==> config.mk <==
export PLATFORM = sky130hd
export DESIGN_NAME = rodr_regs
export DESIGN_NICKNAME = d
export VERILOG_FILES = /design/src/rodr_pkg.sv /design/src/rodr_pulse_gen.sv /design/src/rodr_regs.sv
export VERILOG_INCLUDE_DIRS = /design/src /design/src/src
export SDC_FILE = /design/constraint.sdc
export NUM_CORES = 1
export LEC_CHECK = 0
export BUFFER_PORTS_ARGS = -buffer_cell sky130_fd_sc_hd__buf_2
export CAP_MARGIN = 0
export CORE_MARGIN = 2
export CORE_UTILIZATION = 25
export DETAILED_ROUTE_END_ITERATION = 8
export HOLD_SLACK_MARGIN = 0.02
export REMOVE_ABC_BUFFERS = 1
export SLEW_MARGIN = 20
export SYNTH_ARGS = -nofsm -noshare
export SYNTH_HDL_FRONTEND = slang
export SYNTH_SLANG_ARGS = --single-unit
==> constraint.sdc <==
create_clock -name clk_in -period 2.8 [get_ports clk_in]
set_clock_uncertainty 0.05 [all_clocks]
set_input_delay 0.14 -clock clk_in [delete_from_list [all_inputs] [get_ports clk_in]]
set_output_delay 0.14 -clock clk_in [all_outputs]
set_load 0.01 [all_outputs]
==> src/rodr_defines.svh <==
// constants for the rail on/off request register bank
`ifndef RODR_DEFINES_SVH
`define RODR_DEFINES_SVH

`define RODR_ADDR_W        8
`define RODR_DATA_W        16
`define RODR_RAIL_CNT      7
`define RODR_ADDR_RAIL     8'h00
`define RODR_ADDR_GATE     8'h01

// rail_on_off_request: the off request for rail n is data bit n+8
`define RODR_ON_MSB        6
`define RODR_ON_LSB        0
`define RODR_OFF_MSB       14
`define RODR_OFF_LSB       8
`define RODR_PREREG_OFF    15

// gate_drive_and_ldo_request
`define RODR_HS_PD_MSB     1
`define RODR_HS_PD_LSB     0
`define RODR_LS_MSB        3
`define RODR_LS_LSB        2
`define RODR_BST_MSB       5
`define RODR_BST_LSB       4
`define RODR_PD_OVR        6
`define RODR_HV_ON         7
`define RODR_HV_OFF        8
`define RODR_HS_PU_MSB     13
`define RODR_HS_PU_LSB     12

`define RODR_ZERO16        16'h0000
`define RODR_ZERO2         2'h0

// drive strength and slew codes
`define RODR_DRV_130MA     2'h0
`define RODR_DRV_260MA     2'h1
`define RODR_DRV_520MA     2'h2
`define RODR_DRV_900MA     2'h3
`define RODR_SLEW_50       2'h0
`define RODR_SLEW_100      2'h1
`define RODR_SLEW_300      2'h2
`define RODR_SLEW_500      2'h3

`endif

==> src/rodr_pkg.sv <==
// types shared by the rail on/off request register bank
`include "rodr_defines.svh"

package rodr_pkg;

    typedef struct packed {
        logic                       prereg_off_req;
        logic                       hv_linear_on_req;
        logic                       hv_linear_off_req;
        logic [`RODR_RAIL_CNT-1:0]  rail_off_req;
        logic [`RODR_RAIL_CNT-1:0]  rail_on_req;
    } rodr_req_type;

    typedef struct packed {
        logic [1:0] prereg_hs_pullup_drive;
        logic [1:0] boost_ls_slew;
        logic [1:0] prereg_ls_drive;
        logic [1:0] prereg_hs_pulldown_drive;
    } rodr_otp_type;

    typedef struct packed {
        logic         prereg_pulldown_override;
        rodr_otp_type drive;
    } rodr_cfg_type;

    typedef enum logic {
        RODR_LOAD_OTP,
        RODR_RUN
    } rodr_state_type;

endpackage

==> src/rodr_pulse_gen.sv <==
// one-cycle strobe generator, one flop per request bit
`timescale 1ns/10ps
`default_nettype none

module rodr_pulse_gen
    import rodr_pkg::*;
#(
    parameter int W = 1
) (
    // clock and reset
    input  wire logic          clk_in,
    input  wire logic          rst_n_in,
    // write strobe and data
    input  wire logic          fire_in,
    input  wire logic [W-1:0]  bits_in,
    // strobes
    output logic      [W-1:0]  pulse_out
);

    logic [W-1:0] next_pulse;

    genvar g;
    generate
        for (g = 0; g < W; g++) begin : g_bit
            // a 1 raises the strobe, a 0 does nothing; never held
            always_comb begin
                next_pulse[g] = fire_in & bits_in[g];
            end

            always_ff @(posedge clk_in or negedge rst_n_in) begin
                if (!rst_n_in) begin
                    pulse_out[g] <= 1'b0;
                end else begin
                    pulse_out[g] <= next_pulse[g];
                end
            end
        end
    endgenerate

endmodule // rodr_pulse_gen

`default_nettype wire

==> src/rodr_regs.sv <==
// rail on/off request and gate drive register bank
`timescale 1ns/10ps
`default_nettype none
`include "rodr_defines.svh"

////////////////////////////////////////////////////////////////////////////////
// Notes on behaviour
// RULE1 - writing 1 to enable bit requests rail on
// RULE2 - writing 0 to request bits does nothing
// RULE3 - writing 1 to disable bit requests rail off
// RULE4 - top bit requests pre-regulator shutdown
// RULE5 - high-side pull-down drive field, reset from otp
// RULE6 - low-side drive field, reset from otp
// RULE7 - boost low-side slew field, read/write, otp reset
// RULE8 - override bit forces pull-down off when 1
// RULE9 - high-side pull-up drive field, four strengths
// RULE10 - boost slew codes 50 to 500 V/us
// RULE11 - request bits are strobes, read as zero
module rodr_regs
    import rodr_pkg::*;
(
    // clock and reset
    input  wire logic                     clk_in,
    input  wire logic                     rst_n_in,
    // register port
    input  wire logic                     reg_wr_in,
    input  wire logic                     reg_rd_in,
    input  wire logic [`RODR_ADDR_W-1:0]  reg_addr_in,
    input  wire logic [`RODR_DATA_W-1:0]  reg_wdata_in,
    output logic      [`RODR_DATA_W-1:0]  reg_rdata_out,
    output logic                          reg_rvalid_out,
    // programmed configuration
    input  wire rodr_otp_type             otp_cfg_in,
    // requests to the sequencer
    output rodr_req_type                  req_out,
    // drive settings
    output rodr_cfg_type                  cfg_out,
    output logic                          prereg_pulldown_off_out
);

    ////////////////////////////////////////////////////////////////////////////
    // decode

    function automatic logic hit(input logic [`RODR_ADDR_W-1:0] a,
                                 input logic [`RODR_ADDR_W-1:0] want);
        hit = (a == want);
    endfunction

    logic wr_rail;
    logic wr_gate;
    assign wr_rail = reg_wr_in & hit(reg_addr_in, `RODR_ADDR_RAIL);
    assign wr_gate = reg_wr_in & hit(reg_addr_in, `RODR_ADDR_GATE);

    ////////////////////////////////////////////////////////////////////////////
    // request strobes

    rodr_pulse_gen #(.W(2 * `RODR_RAIL_CNT + 1)) u_rail_pulse ( // RULE1 RULE3 RULE4
        .clk_in    (clk_in),
        .rst_n_in  (rst_n_in),
        .fire_in   (wr_rail),
        .bits_in   ({reg_wdata_in[`RODR_PREREG_OFF:`RODR_OFF_LSB],
                     reg_wdata_in[`RODR_ON_MSB:`RODR_ON_LSB]}),
        .pulse_out ({req_out.prereg_off_req, req_out.rail_off_req, req_out.rail_on_req})
    );

    rodr_pulse_gen #(.W(2)) u_hv_pulse ( // RULE2
        .clk_in    (clk_in),
        .rst_n_in  (rst_n_in),
        .fire_in   (wr_gate),
        .bits_in   ({reg_wdata_in[`RODR_HV_OFF], reg_wdata_in[`RODR_HV_ON]}),
        .pulse_out ({req_out.hv_linear_off_req, req_out.hv_linear_on_req})
    );

    ////////////////////////////////////////////////////////////////////////////
    // configuration register with otp load after reset release

    rodr_state_type state;
    rodr_state_type next_state;
    rodr_cfg_type   cfg;
    rodr_cfg_type   next_cfg;

    always_comb begin
        next_state = state;
        next_cfg   = cfg;
        unique case (state)
            RODR_LOAD_OTP: begin
                next_cfg.drive                    = otp_cfg_in; // RULE5 RULE6 RULE7
                next_cfg.prereg_pulldown_override = 1'b0;
                next_state                        = RODR_RUN;
            end
            RODR_RUN: begin
                if (wr_gate) begin
                    next_cfg.drive.prereg_hs_pulldown_drive =
                        reg_wdata_in[`RODR_HS_PD_MSB:`RODR_HS_PD_LSB]; // RULE5
                    next_cfg.drive.prereg_ls_drive =
                        reg_wdata_in[`RODR_LS_MSB:`RODR_LS_LSB]; // RULE6
                    next_cfg.drive.boost_ls_slew =
                        reg_wdata_in[`RODR_BST_MSB:`RODR_BST_LSB]; // RULE7 RULE10
                    next_cfg.drive.prereg_hs_pullup_drive =
                        reg_wdata_in[`RODR_HS_PU_MSB:`RODR_HS_PU_LSB]; // RULE9
                    next_cfg.prereg_pulldown_override =
                        reg_wdata_in[`RODR_PD_OVR]; // RULE8
                end
            end
        endcase
    end

    always_ff @(posedge clk_in or negedge rst_n_in) begin
        if (!rst_n_in) begin
            state <= RODR_LOAD_OTP;
            cfg   <= '0;
        end else begin
            state <= next_state;
            cfg   <= next_cfg;
        end
    end

    assign cfg_out                 = cfg;
    assign prereg_pulldown_off_out = cfg.prereg_pulldown_override; // RULE8

    ////////////////////////////////////////////////////////////////////////////
    // read path

    logic [`RODR_DATA_W-1:0] next_rdata;
    logic                    next_rvalid;

    always_comb begin
        next_rdata  = reg_rdata_out;
        next_rvalid = reg_rd_in;
        if (reg_rd_in) begin
            next_rdata = `RODR_ZERO16; // RULE11
            if (hit(reg_addr_in, `RODR_ADDR_GATE)) begin
                next_rdata[`RODR_HS_PD_MSB:`RODR_HS_PD_LSB] =
                    cfg.drive.prereg_hs_pulldown_drive;
                next_rdata[`RODR_LS_MSB:`RODR_LS_LSB]   = cfg.drive.prereg_ls_drive;
                next_rdata[`RODR_BST_MSB:`RODR_BST_LSB] = cfg.drive.boost_ls_slew; // RULE7
                next_rdata[`RODR_PD_OVR]                = cfg.prereg_pulldown_override;
                next_rdata[`RODR_HS_PU_MSB:`RODR_HS_PU_LSB] =
                    cfg.drive.prereg_hs_pullup_drive;
            end
        end
    end

    always_ff @(posedge clk_in or negedge rst_n_in) begin
        if (!rst_n_in) begin
            reg_rdata_out  <= `RODR_ZERO16;
            reg_rvalid_out <= 1'b0;
        end else begin
            reg_rdata_out  <= next_rdata;
            reg_rvalid_out <= next_rvalid;
        end
    end

    ////////////////////////////////////////////////////////////////////////////
    // checks

    logic running;
    assign running = (state == RODR_RUN);

    property p_on_req;
        @(posedge clk_in) disable iff (!rst_n_in)
        wr_rail |=> req_out.rail_on_req == $past(reg_wdata_in[`RODR_ON_MSB:`RODR_ON_LSB]);
    endproperty
    a_on_req: assert property (p_on_req) else $error("on strobe mismatch"); // RULE1

    property p_idle_quiet;
        @(posedge clk_in) disable iff (!rst_n_in)
        !wr_rail |=> (req_out.rail_on_req == '0) && (req_out.rail_off_req == '0)
                     && !req_out.prereg_off_req;
    endproperty
    a_idle_quiet: assert property (p_idle_quiet) else $error("strobe without write"); // RULE2

    property p_off_req;
        @(posedge clk_in) disable iff (!rst_n_in)
        wr_rail |=> req_out.rail_off_req == $past(reg_wdata_in[`RODR_OFF_MSB:`RODR_OFF_LSB]);
    endproperty
    a_off_req: assert property (p_off_req) else $error("off strobe mismatch"); // RULE3

    property p_prereg_off;
        @(posedge clk_in) disable iff (!rst_n_in)
        (wr_rail && reg_wdata_in[`RODR_PREREG_OFF]) |=> req_out.prereg_off_req ##1
            !req_out.prereg_off_req || $past(wr_rail);
    endproperty
    a_prereg_off: assert property (p_prereg_off) else $error("prereg strobe wrong"); // RULE4

    property p_hs_pd;
        @(posedge clk_in) disable iff (!rst_n_in)
        (running && wr_gate) |=> cfg_out.drive.prereg_hs_pulldown_drive ==
            $past(reg_wdata_in[`RODR_HS_PD_MSB:`RODR_HS_PD_LSB]);
    endproperty
    a_hs_pd: assert property (p_hs_pd) else $error("hs pull-down drive not written"); // RULE5

    property p_otp_load;
        @(posedge clk_in) disable iff (!rst_n_in)
        !running |=> cfg_out.drive == $past(otp_cfg_in) && running;
    endproperty
    a_otp_load: assert property (p_otp_load) else $error("otp not loaded"); // RULE6

    property p_cfg_hold;
        @(posedge clk_in) disable iff (!rst_n_in)
        (running && !wr_gate) |=> $stable(cfg_out);
    endproperty
    a_cfg_hold: assert property (p_cfg_hold) else $error("cfg changed without write"); // RULE7

    property p_override;
        @(posedge clk_in) disable iff (!rst_n_in)
        (running && wr_gate) |=> prereg_pulldown_off_out == $past(reg_wdata_in[`RODR_PD_OVR]);
    endproperty
    a_override: assert property (p_override) else $error("override not applied"); // RULE8

    property p_pullup;
        @(posedge clk_in) disable iff (!rst_n_in)
        (running && wr_gate) |=> cfg_out.drive.prereg_hs_pullup_drive ==
            $past(reg_wdata_in[`RODR_HS_PU_MSB:`RODR_HS_PU_LSB]);
    endproperty
    a_pullup: assert property (p_pullup) else $error("pull-up drive not written"); // RULE9

    property p_rail_reads_zero;
        @(posedge clk_in) disable iff (!rst_n_in)
        (reg_rd_in && hit(reg_addr_in, `RODR_ADDR_RAIL)) |=>
            reg_rvalid_out && (reg_rdata_out == `RODR_ZERO16);
    endproperty
    a_rail_reads_zero: assert property (p_rail_reads_zero) else $error("request read nonzero"); // RULE11

endmodule // rodr_regs

`default_nettype wire

# Word level (Yosys, flattened, before mapping)
# Index checks and enable logic that the tools add are counted.
word_totals:
  reg_bits: 37
  input_bits: 36
  out_inout_bits: 44
  word_cells: 52
op_classes:
  n_eq_ne: 2
  n_mux: 4
  n_bitwise: 20
  reduce_logical: 1
ops:
  columns: ["operator", "n"]
  rows:
  - ["bitwise AND 1 bit", 19]
  - ["one-hot mux 9 bit (2 select lines)", 1]
  - ["2-to-1 mux 9 bit", 1]
  - ["equality test 8 x 1 -> 1 bit, second input constant", 1]
  - ["zero test 8 bit", 1]
  - ["2-to-1 mux 7 bit", 1]
  - ["2-to-1 mux 2 bit", 1]
  - ["inequality test 2 x 1 -> 1 bit, second input constant", 1]
  - ["inverter 1 bit", 1]

# Depth between registers and ports, before layout
# Gate-level depths: netlist (run 1).
logic_depth:
  word_depth: 4
  mapped_depth: 5
  mapped_depth_nobuf: 3

# Modules after synthesis
# Synthesis (run 1) repeated with hierarchy kept, for this count alone.
unflattened:
  hier_cells: 122
  hier_area_um2: 1535.2
modules_own_cells:
  columns: ["mod", "instances", "cells_each", "area_each_um2", "seq_area_each_um2"]
  rows:
  - ["rodr_regs", 1, 87, 978.4, 500.5]
  - ["rodr_pulse_gen at u_rail_pulse", 1, 31, 494.2, 375.4]
  - ["rodr_pulse_gen at u_hv_pulse", 1, 4, 62.6, 50.0]

# Least setup slack after synthesis (run 1)
# No wires, ideal clock.
synth_path:
  kind: "input -> register"
  start: "input reg_addr_in[7]"
  end: "register u_rail_pulse.pulse_out[0]"
  setup_ns: 0.066
  arrival_time_ns: 1.257
  required_ns: 2.684
  setup_slack_ns: 1.427
  stages: 5
  n_path_buf: 2
  cell_sequence: "or4_4 > buf_6 > nor3_4 > buf_6 > and2_1"
synth_via:
  elab_chain_len: 3
synth_lines:
  columns: ["element", "line", "text"]
  rows:
  - ["start, declared", "rodr_regs.sv:28", "input wire logic [`RODR_ADDR_W-1:0] reg_addr_in,"]
  - ["zero test 8 bit", "rodr_regs.sv:46", "hit = (a == want);"]
  - ["bitwise AND 1 bit", "rodr_regs.sv:51", "assign wr_rail = reg_wr_in & hit(reg_addr_in, `RODR_ADDR_RAIL);"]
  - ["bitwise AND 1 bit", "rodr_pulse_gen.sv:27", "next_pulse[g] = fire_in & bits_in[g];"]
  - ["net u_rail_pulse.next_pulse[0]", "rodr_pulse_gen.sv:20", "logic [W-1:0] next_pulse;"]
  - ["end signal, assigned by index", "rodr_pulse_gen.sv:34", "pulse_out[g] <= next_pulse[g];"]
  - ["end, declared", "rodr_pulse_gen.sv:17", "output logic [W-1:0] pulse_out"]
# The timed path passes the listed nets, and every way through them passes these cells.
# A chain may end at the register's enable or synchronous reset.

# Worst setup path after layout (run 1)
layout_path:
  start: "input reg_addr_in[7]"
  end: "register u_rail_pulse.pulse_out[8]"
# The elaborated chain is that of the path after synthesis.

==> results of run 1 <==
## registers in the layout, summed over array words and instances (netlist names)
| name | count |
|---|---|
| u_rail_pulse.pulse_out | 15 |
| reg_rdata_out | 9 |
| cfg_out | 8 |
| u_hv_pulse.pulse_out | 2 |
| prereg_pulldown_off_out | 1 |
| reg_rvalid_out | 1 |
| running | 1 |
## stage by stage
step	instance area, um2	hold slack, ns	utilization, %	setup WS [ns]	power [W]
floorplan	1470	-0.206	-	0.945	0.000603
CTS	2090	0.0220	34.9	1.43	0.00104
global placement	1950	0.223	32.6	1.19	0.000668
global route	2090	0.0337	34.9	1.34	0.00108
finish	2090	0.0306	34.9	1.44	0.00103
detailed placement	1950	0.235	32.6	1.14	0.000670
## worst register-to-register path: stages (launching register included)
cell     delay, ns
dfrtp_1       0.64
nor2_1        0.11
a31oi_1       0.17
## synthesized netlist by cell type (2+ instances only)
| cell | instances |
|---|---|
| a31oi_1 | 8 |
| nand4_1 | 9 |
| buf_1 | 2 |
| and4_1 | 2 |
| conb_1 | 2 |
| o31ai_1 | 9 |
| buf_6 | 2 |
| o22ai_1 | 9 |
| dfrtp_1 | 37 |
| nand2_1 | 10 |
| inv_1 | 9 |
| nor2_1 | 8 |
| and2_1 | 15 |
| buf_4 | 8 |
| clkbuf_1 | 5 |
## cell type report
cell class / count / area, um2
sequential: 37 / 926
timing repair buffer: 79 / 425
multi-input combinational: 85 / 519
fill: 647 / 3900
clock buffer: 7 / 86.3
inverter: 10 / 37.5
tap: 75 / 93.8
## per-layer routing
metal / vias up / part of all wire, %
met1: 576 / 42
met2: 51 / 49
met3: 5 / 6.8
met4: 0 / 1.5
li1: 631 / -
met5: - / 0
## cell families (layout without fill, tap and decap cells)
kind of cell / count (synthesis) / after routing / synth area share [%]
AOI/OAI and AO/OA: 27 / 27 / 11.6
buffers and inverters: 28 / 96 / 9.70
DFF: 37 / 37 / 59.3
other: 2 / 8 / 0.481
and+or+nand+nor: 50 / 50 / 18.9
## power groups by stage
stage                logic, W  registers (W)  clock network (W)
floorplan           0.0000300       0.000573                  0
finish               0.000103       0.000560           0.000363
global route         0.000117       0.000563           0.000400
CTS                  0.000105       0.000561           0.000376
global placement    0.0000973       0.000571                  0
detailed placement  0.0000994       0.000571                  0
## worst max path at each step
stage / start / end / slack [ns] / depth (start not counted)
floorplan: reg_addr_in[1] / reg_rdata_out[0] / 0.94 / 3
global placement: reg_addr_in[7] / u_rail_pulse.pulse_out[0] / 1.19 / 4
detailed placement: reg_addr_in[7] / u_rail_pulse.pulse_out[8] / 1.14 / 4
CTS: reg_addr_in[7] / u_rail_pulse.pulse_out[8] / 1.43 / 4
global route: reg_addr_in[7] / u_rail_pulse.pulse_out[4] / 1.34 / 4
finish: reg_addr_in[7] / u_rail_pulse.pulse_out[8] / 1.44 / 4
==> impl_metrics.tcl, run 1 <==
set metrics [dict create \
    rr_worst_depth 2 \
    worst-setup-path-type "input pin to flop" \
    post_cts_buffers 0 \
    ys_ff_latch 37 \
    use_met3_pct 3.08 \
    worstHoldPathType "input pin to flop" \
    max_freq_mhz 737 \
    initial_core_util_pct 26.1 \
    power.density_nw_per_um2 492 \
    gp_congestion 0.765 \
    ctsResizeCount 0 \
    hold_path_startpoint "reg_wdata_in[3]" \
    area_growth_pct 33.7 \
    rrSetupSlack_ns 1.74 \
    seq_area_frac_synth_pct 59.3 \
    crit_fanout 15 \
    via_per_inst 4.31 \
    seqPwrFrac_pct 54.6 \
    core.rowCount 28 \
    antenna_found_initial 0 \
    fp.coreArea_um2 5990 \
    cts_tree "done" \
    fin_crit_sh_pct 48.5 \
    mostFrequentLayoutCell "buf_2" \
    finalNonFillerCells 293 \
    internal_power_w 0.000786 \
    dieArea_um2 6890 \
    placedCellCount 281 \
    ys_warn_count 0 \
    period_needed_ns 1.36 \
    die_y_um 83.0 \
    grt-busiest-layer "met2" \
    ir_drop_uv 155 \
    critPathMaxStageDelay_ns 0.62 \
    ioPinCount 80 \
    yosysUniqueCellTypes 24 \
    htree_levels 2 \
    grt_pass1_vias 1350 \
    clkTransAtPathRegs_ns 0.07 \
    drt-wirelength-per-cell_um 13.5 \
    ys.flop_type "dfrtp_1" \
    synth_edf_count 0 \
    met1_usage_pct 14.3 \
    clock_sinks 37 \
    num_antenna_cells 0 \
    maxSlewViolCount 0 \
    layout_common_cells "buf_2 (72), dfrtp_1 (37), and2_1 (15)" \
    dr.pass1.iters 4 \
    yosysTopAreaCell "dfrtp_1" \
    yosys.area.top_type_share_pct 59.3 \
    path_cells "buf_2, or4_4, nor3_4, and2_1" \
    use_met2_pct 20.5 \
    hold_viol_final 0 \
    p_comb_share_pct 10.0 \
    p_switching_w 0.000240 \
    setup_tns_ns 0 \
    grt.overflow.total 0 \
    grt_pass1_wl_um 6550 \
    slew_headroom_pct 45.8 \
    swShare_pct 23.4 \
    crit_arrival_ns 1.52 \
    ys_top_cells_by_area "dfrtp_1 (59%), and2_1 (6.0%), o31ai_1 (4.3%), buf_4 (3.8%), nand4_1 (3.6%)" \
    drv_cap 0 \
    setup.worst_path.end_class "flop" \
    setup_viol 0 \
    worstMarginPinSlew_ns 0.813 \
    crit_slowest_cell "or4_4" \
    clock_latency_ns 0.28 \
    outcome "finished clean" \
    grt_usage_pct 12.0 \
    wl_um 3950 \
    synth_area_per_cell_um2 10.8 \
    rsz0062_at_grt "no" \
    synthArstFlopShare_pct 100 \
    syn_inst 144 \
    crit_required_ns 2.97 \
    drc_errors 0 \
    min_to "u_rail_pulse.pulse_out[3]" \
    grt_max_degree 38 \
    numPortBuffers 72 \
    final_nets 254 \
    r2r-end "cfg_out[6]" \
    first_iter_violations 55 \
    synth_area_um2 1560 \
    vias 1263 \
    dpl.hpwl_um 2970 \
    hold_depth 2 \
    reg2reg_from "running" \
    clock_path_buffers 2 \
    drive_gt1_share_pct 38.5 \
    cts-root-buf "clkbuf_8" \
    crit_family "simple AND/OR/NAND/NOR gates" \
    ctsHoldBuffers 5 \
    critical_path_buf_inv_count 1 \
    detail-route-antenna-nets 0 \
    clkPwrFrac_pct 35.4 \
    die_w_um 83.0 \
    crit_path_start_kind "input pin" \
    cts_buffers 5 \
    leakagePower_nw 1.06 \
]
Note: power is estimated with default switching activity, not from simulation.
==> run 2: changes to the inputs <==
==> constraint.sdc (replaced) <==
create_clock -name clk_in -period 1.2 [get_ports clk_in]
set_clock_uncertainty 0.05 [all_clocks]
set_input_delay 0.06 -clock clk_in [delete_from_list [all_inputs] [get_ports clk_in]]
set_output_delay 0.06 -clock clk_in [all_outputs]
set_load 0.01 [all_outputs]
==> run 2 against run 1 <==
Register-to-register slack worse by 1.6 ns. Die area unchanged. Worst hold slack better by 0.13 ns. Via count up 14%. Power rose to 2.5 times the previous value. Setup slack worse by 1.4 ns. Final cell count up 12%. Design area up 17%. Sequential power up 130%. Count of clock-buffer cells in the layout unchanged. First-iteration DRC count down 36%. Critical path type unchanged. Critical endpoint is now cfg_out[1]. Largest cell class unchanged. Highest routed layer unchanged.
==> impl_metrics.tcl, run 2 (same netlist as run 1, synthesis figures left out) <==
set metrics [dict create \
    reg2reg_from "running" \
    multi_input_area_um2 524 \
    grt_pass1_wl_um 7110 \
    layout_common_cells "buf_2 (72), dfrtp_1 (37), dlygate4sd3_1 (26)" \
    grt_pass1_vias 1488 \
    fin_area_um2 2450 \
    maxSlewViolCount 0 \
    post_cts_buffers 0 \
    critical_path_buf_inv_count 2 \
    clkTransAtPathRegs_ns 0.07 \
    clock_path_buffers 2 \
    max_freq_mhz 859 \
    crit_path_start_kind "input pin" \
    initial_core_util_pct 26.1 \
    period_needed_ns 1.16 \
    vias 1434 \
    cts_buffers 5 \
    crit_arrival_ns 1.27 \
    drc_errors 0 \
    grt_usage_pct 13.0 \
    power.density_nw_per_um2 1050 \
    dr.pass1.iters 3 \
    gp_congestion 0.751 \
    wl_um 4250 \
    hold_viol_final 0 \
    grt.overflow.total 0 \
    final_nets 288 \
    grt_max_degree 22 \
    clock_latency_ns 0.29 \
    setup.worst_path.end_class "flop" \
    leakagePower_nw 1.24 \
    path_cells "buf_2, or4b_1, buf_4, o31ai_1, a31oi_1" \
    outcome "finished clean" \
    timing.hold.ws_ns 0.164 \
    hold_path_startpoint "reg_wr_in" \
    fp.coreArea_um2 5990 \
    mostFrequentLayoutCell "buf_2" \
    crit_family "simple AND/OR/NAND/NOR gates" \
    first_iter_violations 35 \
    htree_levels 2 \
    antenna_found_initial 0 \
    critPathMaxStageDelay_ns 0.52 \
    ir_drop_uv 402 \
    fin_crit_sh_pct 97.0 \
    rsz0062_at_grt "yes" \
    drv_cap 0 \
    die_w_um 83.0 \
    numPortBuffers 72 \
    worstHoldPathType "input pin to flop" \
    crit_slowest_cell "or4b_1" \
    worst-setup-path-type "input pin to flop" \
    drt-wirelength-per-cell_um 13.0 \
    detail-route-antenna-nets 0 \
    drive_gt1_share_pct 39.5 \
    top_register "u_rail_pulse.pulse_out" \
    dieArea_um2 6890 \
    clock_sinks 37 \
    n_fill_cell 607 \
    dpl.hpwl_um 3110 \
    crit_fanout 9 \
    ioPinCount 80 \
    cp-startpoint "reg_addr_in[1]" \
    largest_reg_flops 15 \
    setup_viol 0 \
    cts_tree "done" \
    crit_required_ns 1.30 \
    placed_cell_area_um2 2090 \
    core.rowCount 28 \
    area_growth_pct 57.1 \
    layout.area.seq_um2 926 \
    num_antenna_cells 0 \
    cts-root-buf "clkbuf_8" \
    via_per_inst 4.37 \
    die_y_um 83.0 \
]
## run 2: cell types whose count changed in the layout (fill, tap and decap cells not counted)
| cell | change |
|---|---|
| buf_12 | +3 |
| buf_4 | +10 |
| clkbuf_1 | -1 |
| clkbuf_8 | +1 |
| clkinv_2 | +1 |
| dlygate4sd3_1 | +21 |
| o31ai_1 | -1 |
| o31ai_2 | +1 |
## run 2: worst register-to-register path, stage by stage, from the launching register on
cell and delay (ns):
dfrtp_1 0.64, nor2_1 0.11, a31oi_1 0.16
## run 2: layout make-up
type,count,area share [%]
Multi-Input combinational cell,85,21.4
Clock buffer,7,3.93
Inverter,10,1.53
Tap cell,75,3.82
Sequential cell,37,37.7
Timing Repair Buffer,113,31.4
Clock inverter,1,0.204
## run 2: report_power, final
| group | total, W | leakage [nW] | switching [W] | internal (W) |
|---|---|---|---|---|
| clock network | 0.000947 | 0.0542 | 0.000428 | 0.000519 |
| logic | 0.000332 | 0.694 | 0.000157 | 0.000175 |
| registers | 0.00131 | 0.490 | 0.0000316 | 0.00128 |
| total | 0.00259 | 1.24 | 0.000616 | 0.00197 |
## run 2: per-stage QoR
stage	setup slack (ns)	power (W)	TNS (ns)	util (%)	cells
2_1_floorplan	-0.575	0.00141	-9.22	-	132
5_1_grt	-0.00466	0.00271	-0.00849	41.0	328
4_1_cts	0.0626	0.00262	0	40.9	328
6_report	0.0359	0.00259	0	41.0	328
3_5_place_dp	-0.248	0.00160	-6.08	34.8	294
3_3_place_gp	-0.189	0.00159	-5.28	34.8	294
## run 2: path summary, 6_finish.rpt
check                                                   to  slack (ns)  depth (start not counted)
worst max-delay path                            cfg_out[1]        0.04                          5
worst min-delay path               prereg_pulldown_off_out        0.16                          4
worst max register to register                  cfg_out[4]        0.16                          2
worst min register to register           reg_rdata_out[13]        0.47                          2
max in group asynchronous                 reg_rdata_out[0]        0.43                          3
min in group asynchronous       u_rail_pulse.pulse_out[13]        0.21                          2
## run 2: layer usage
metal | wire, um | up-vias | global-route usage, %
met5 | 0 | - | 0
met4 | 79 | 0 | 5.37
met3 | 264 | 7 | 4.17
met2 | 2180 | 50 | 22.2
met1 | 1730 | 676 | 14.9
li1 | - | 701 | -
## run 2: what timing repair did
item,4_1_cts,5_1_grt
hold buffers,26,0
gates resized for setup,0,1
endpoints found under the hold margin,64,0
setup endpoints to repair,0,1
==> run 3: changes to the inputs <==
==> constraint.sdc (replaced) <==
create_clock -name clk_in -period 1 [get_ports clk_in]
set_clock_uncertainty 0.05 [all_clocks]
set_input_delay 0.05 -clock clk_in [delete_from_list [all_inputs] [get_ports clk_in]]
set_output_delay 0.05 -clock clk_in [all_outputs]
set_load 0.01 [all_outputs]
==> run 3 against run 2 <==
The run now ends with negative setup slack left. Critical path depth is the same. Combinational power grew 27%. Clock power grew 9%. Design area grew 2.4%. Global-route usage shrank 0.40 points. Setup slack lost 0.11 ns. Register-to-register slack lost 0.06 ns. Flip-flop and latch count is the same. Highest routed layer unchanged.
==> impl_metrics.tcl, run 3 (same netlist as run 1, synthesis figures left out) <==
set metrics [dict create \
    drt-wirelength-per-cell_um 12.7 \
    dieArea_um2 6890 \
    top_register "u_rail_pulse.pulse_out" \
    fin_crit_sh_pct 108 \
    clock_path_buffers 2 \
    numPortBuffers 72 \
    antenna_found_initial 0 \
    clkTransAtPathRegs_ns 0.07 \
    drv_cap 0 \
    largest_reg_flops 15 \
    hold_viol_final 0 \
    period_needed_ns 1.08 \
    layout_common_cells "buf_2 (69), dfrtp_1 (36), dlygate4sd3_1 (26)" \
    crit_arrival_ns 1.18 \
    htree_levels 2 \
    post-place-ws_ns -0.418 \
    dpl.hpwl_um 3000 \
    grt_pass1_wl_um 6900 \
    drive_gt1_share_pct 42.7 \
    clock_latency_ns 0.28 \
    dr.pass1.iters 4 \
    drc_errors 0 \
    worst-setup-path-type "input pin to flop" \
    via_per_inst 4.39 \
    ioPinCount 80 \
    first_iter_violations 44 \
    outcome "finished with violations" \
    maxSlewViolCount 0 \
    core.rowCount 28 \
    area_growth_pct 61.0 \
    worstHoldPathType "input pin to flop" \
    fp.coreArea_um2 5990 \
    num_antenna_cells 0 \
    grt_pass1_vias 1436 \
    leakagePower_nw 1.26 \
    setup_tns_ns -1.08 \
    ir_drop_uv 462 \
    placedCellCount 295 \
    die_w_um 83.0 \
    final_nets 289 \
    grt.overflow.total 0 \
    crit_fanout 9 \
    rsz0062_at_grt "yes" \
    wl_um 4180 \
    power.density_nw_per_um2 1200 \
    n_fill_cell 614 \
    p_total_w 0.00302 \
    max_freq_mhz 928 \
    grt_max_degree 38 \
    finalNonFillerCells 328 \
    cts_tree "done" \
    mostFrequentLayoutCell "buf_2" \
    crit_path_start_kind "input pin" \
    vias 1440 \
    die_y_um 83.0 \
    failed_checks "negative setup slack" \
    initial_core_util_pct 26.1 \
    setup.worst_path.end_class "flop" \
    cts_buffers 5 \
    cts-root-buf "clkbuf_8" \
    grt_usage_pct 12.6 \
    gp_congestion 0.740 \
    detail-route-antenna-nets 0 \
    setup_viol 24 \
    fin_ws_ns -0.0781 \
    clock_sinks 37 \
    crit_required_ns 1.10 \
]
==> run 3: metrics by stage <==
stage          util (%)  area (um2)  hold slack (ns)
2_1_floorplan         -        1470           -0.296
3_3_place_gp       35.0        2090          -0.0232
3_5_place_dp       35.0        2090          -0.0190
4_1_cts            41.5        2490            0.144
5_1_grt            42.0        2510            0.164
6_report           42.0        2510            0.155
==> run 3: area by class of cell <==
class                   instances  area [um2]  area share, %
clock buffers                   7        86.3           3.43
inverters                      10        37.5           1.49
multi-input cells              85         572           22.7
flip-flops and latches         37         927           36.9
well taps                      75        93.8           3.73
repair buffers                114         797           31.7
==> run 3: per-layer routing <==
metal,part of all wire [%],track usage (%),vias to the layer above
met5,0,0,-
met4,1.5,4.92,0
met3,6.1,3.88,5
met2,50,21.4,51
met1,42,14.7,682
li1,-,-,702
==> run 3: final timing paths <==
path | cells after the start | slack (ns) | end | start
max in group asynchronous | 3 | 0.50 | running | rst_n_in
worst min-delay path | 4 | 0.16 | prereg_pulldown_off_out | reg_wr_in
min in group asynchronous | 3 | 0.20 | u_rail_pulse.pulse_out[7] | rst_n_in
worst max-delay path | 5 | -0.08 | cfg_out[0] | reg_addr_in[1]
worst max register to register | 2 | 0.10 | cfg_out[6] | running
worst min register to register | 2 | 0.47 | reg_rdata_out[4] | reg_rdata_out[4]
==> run 3: critical path, cell delays in order <==
cell and delay (ns):
buf_2 0.11, or4b_4 0.53, buf_6 0.17, o31ai_4 0.22
a31oi_1 0.10
==> run 3: where the power goes <==
| part | internal (W) | switching, W | total [W] |
|---|---|---|---|
| clock network | 0.000546 | 0.000479 | 0.00103 |
| registers | 0.00153 | 0.0000412 | 0.00157 |
| logic | 0.000228 | 0.000193 | 0.000421 |
==> run 3: timing repair <==
action,4_1_cts,5_1_grt
buffers inserted,0,0
hold endpoints to repair,64,0
pin swaps,1,0
endpoints found under the setup margin,33,29
hold buffers,26,0
resized for setup,10,6
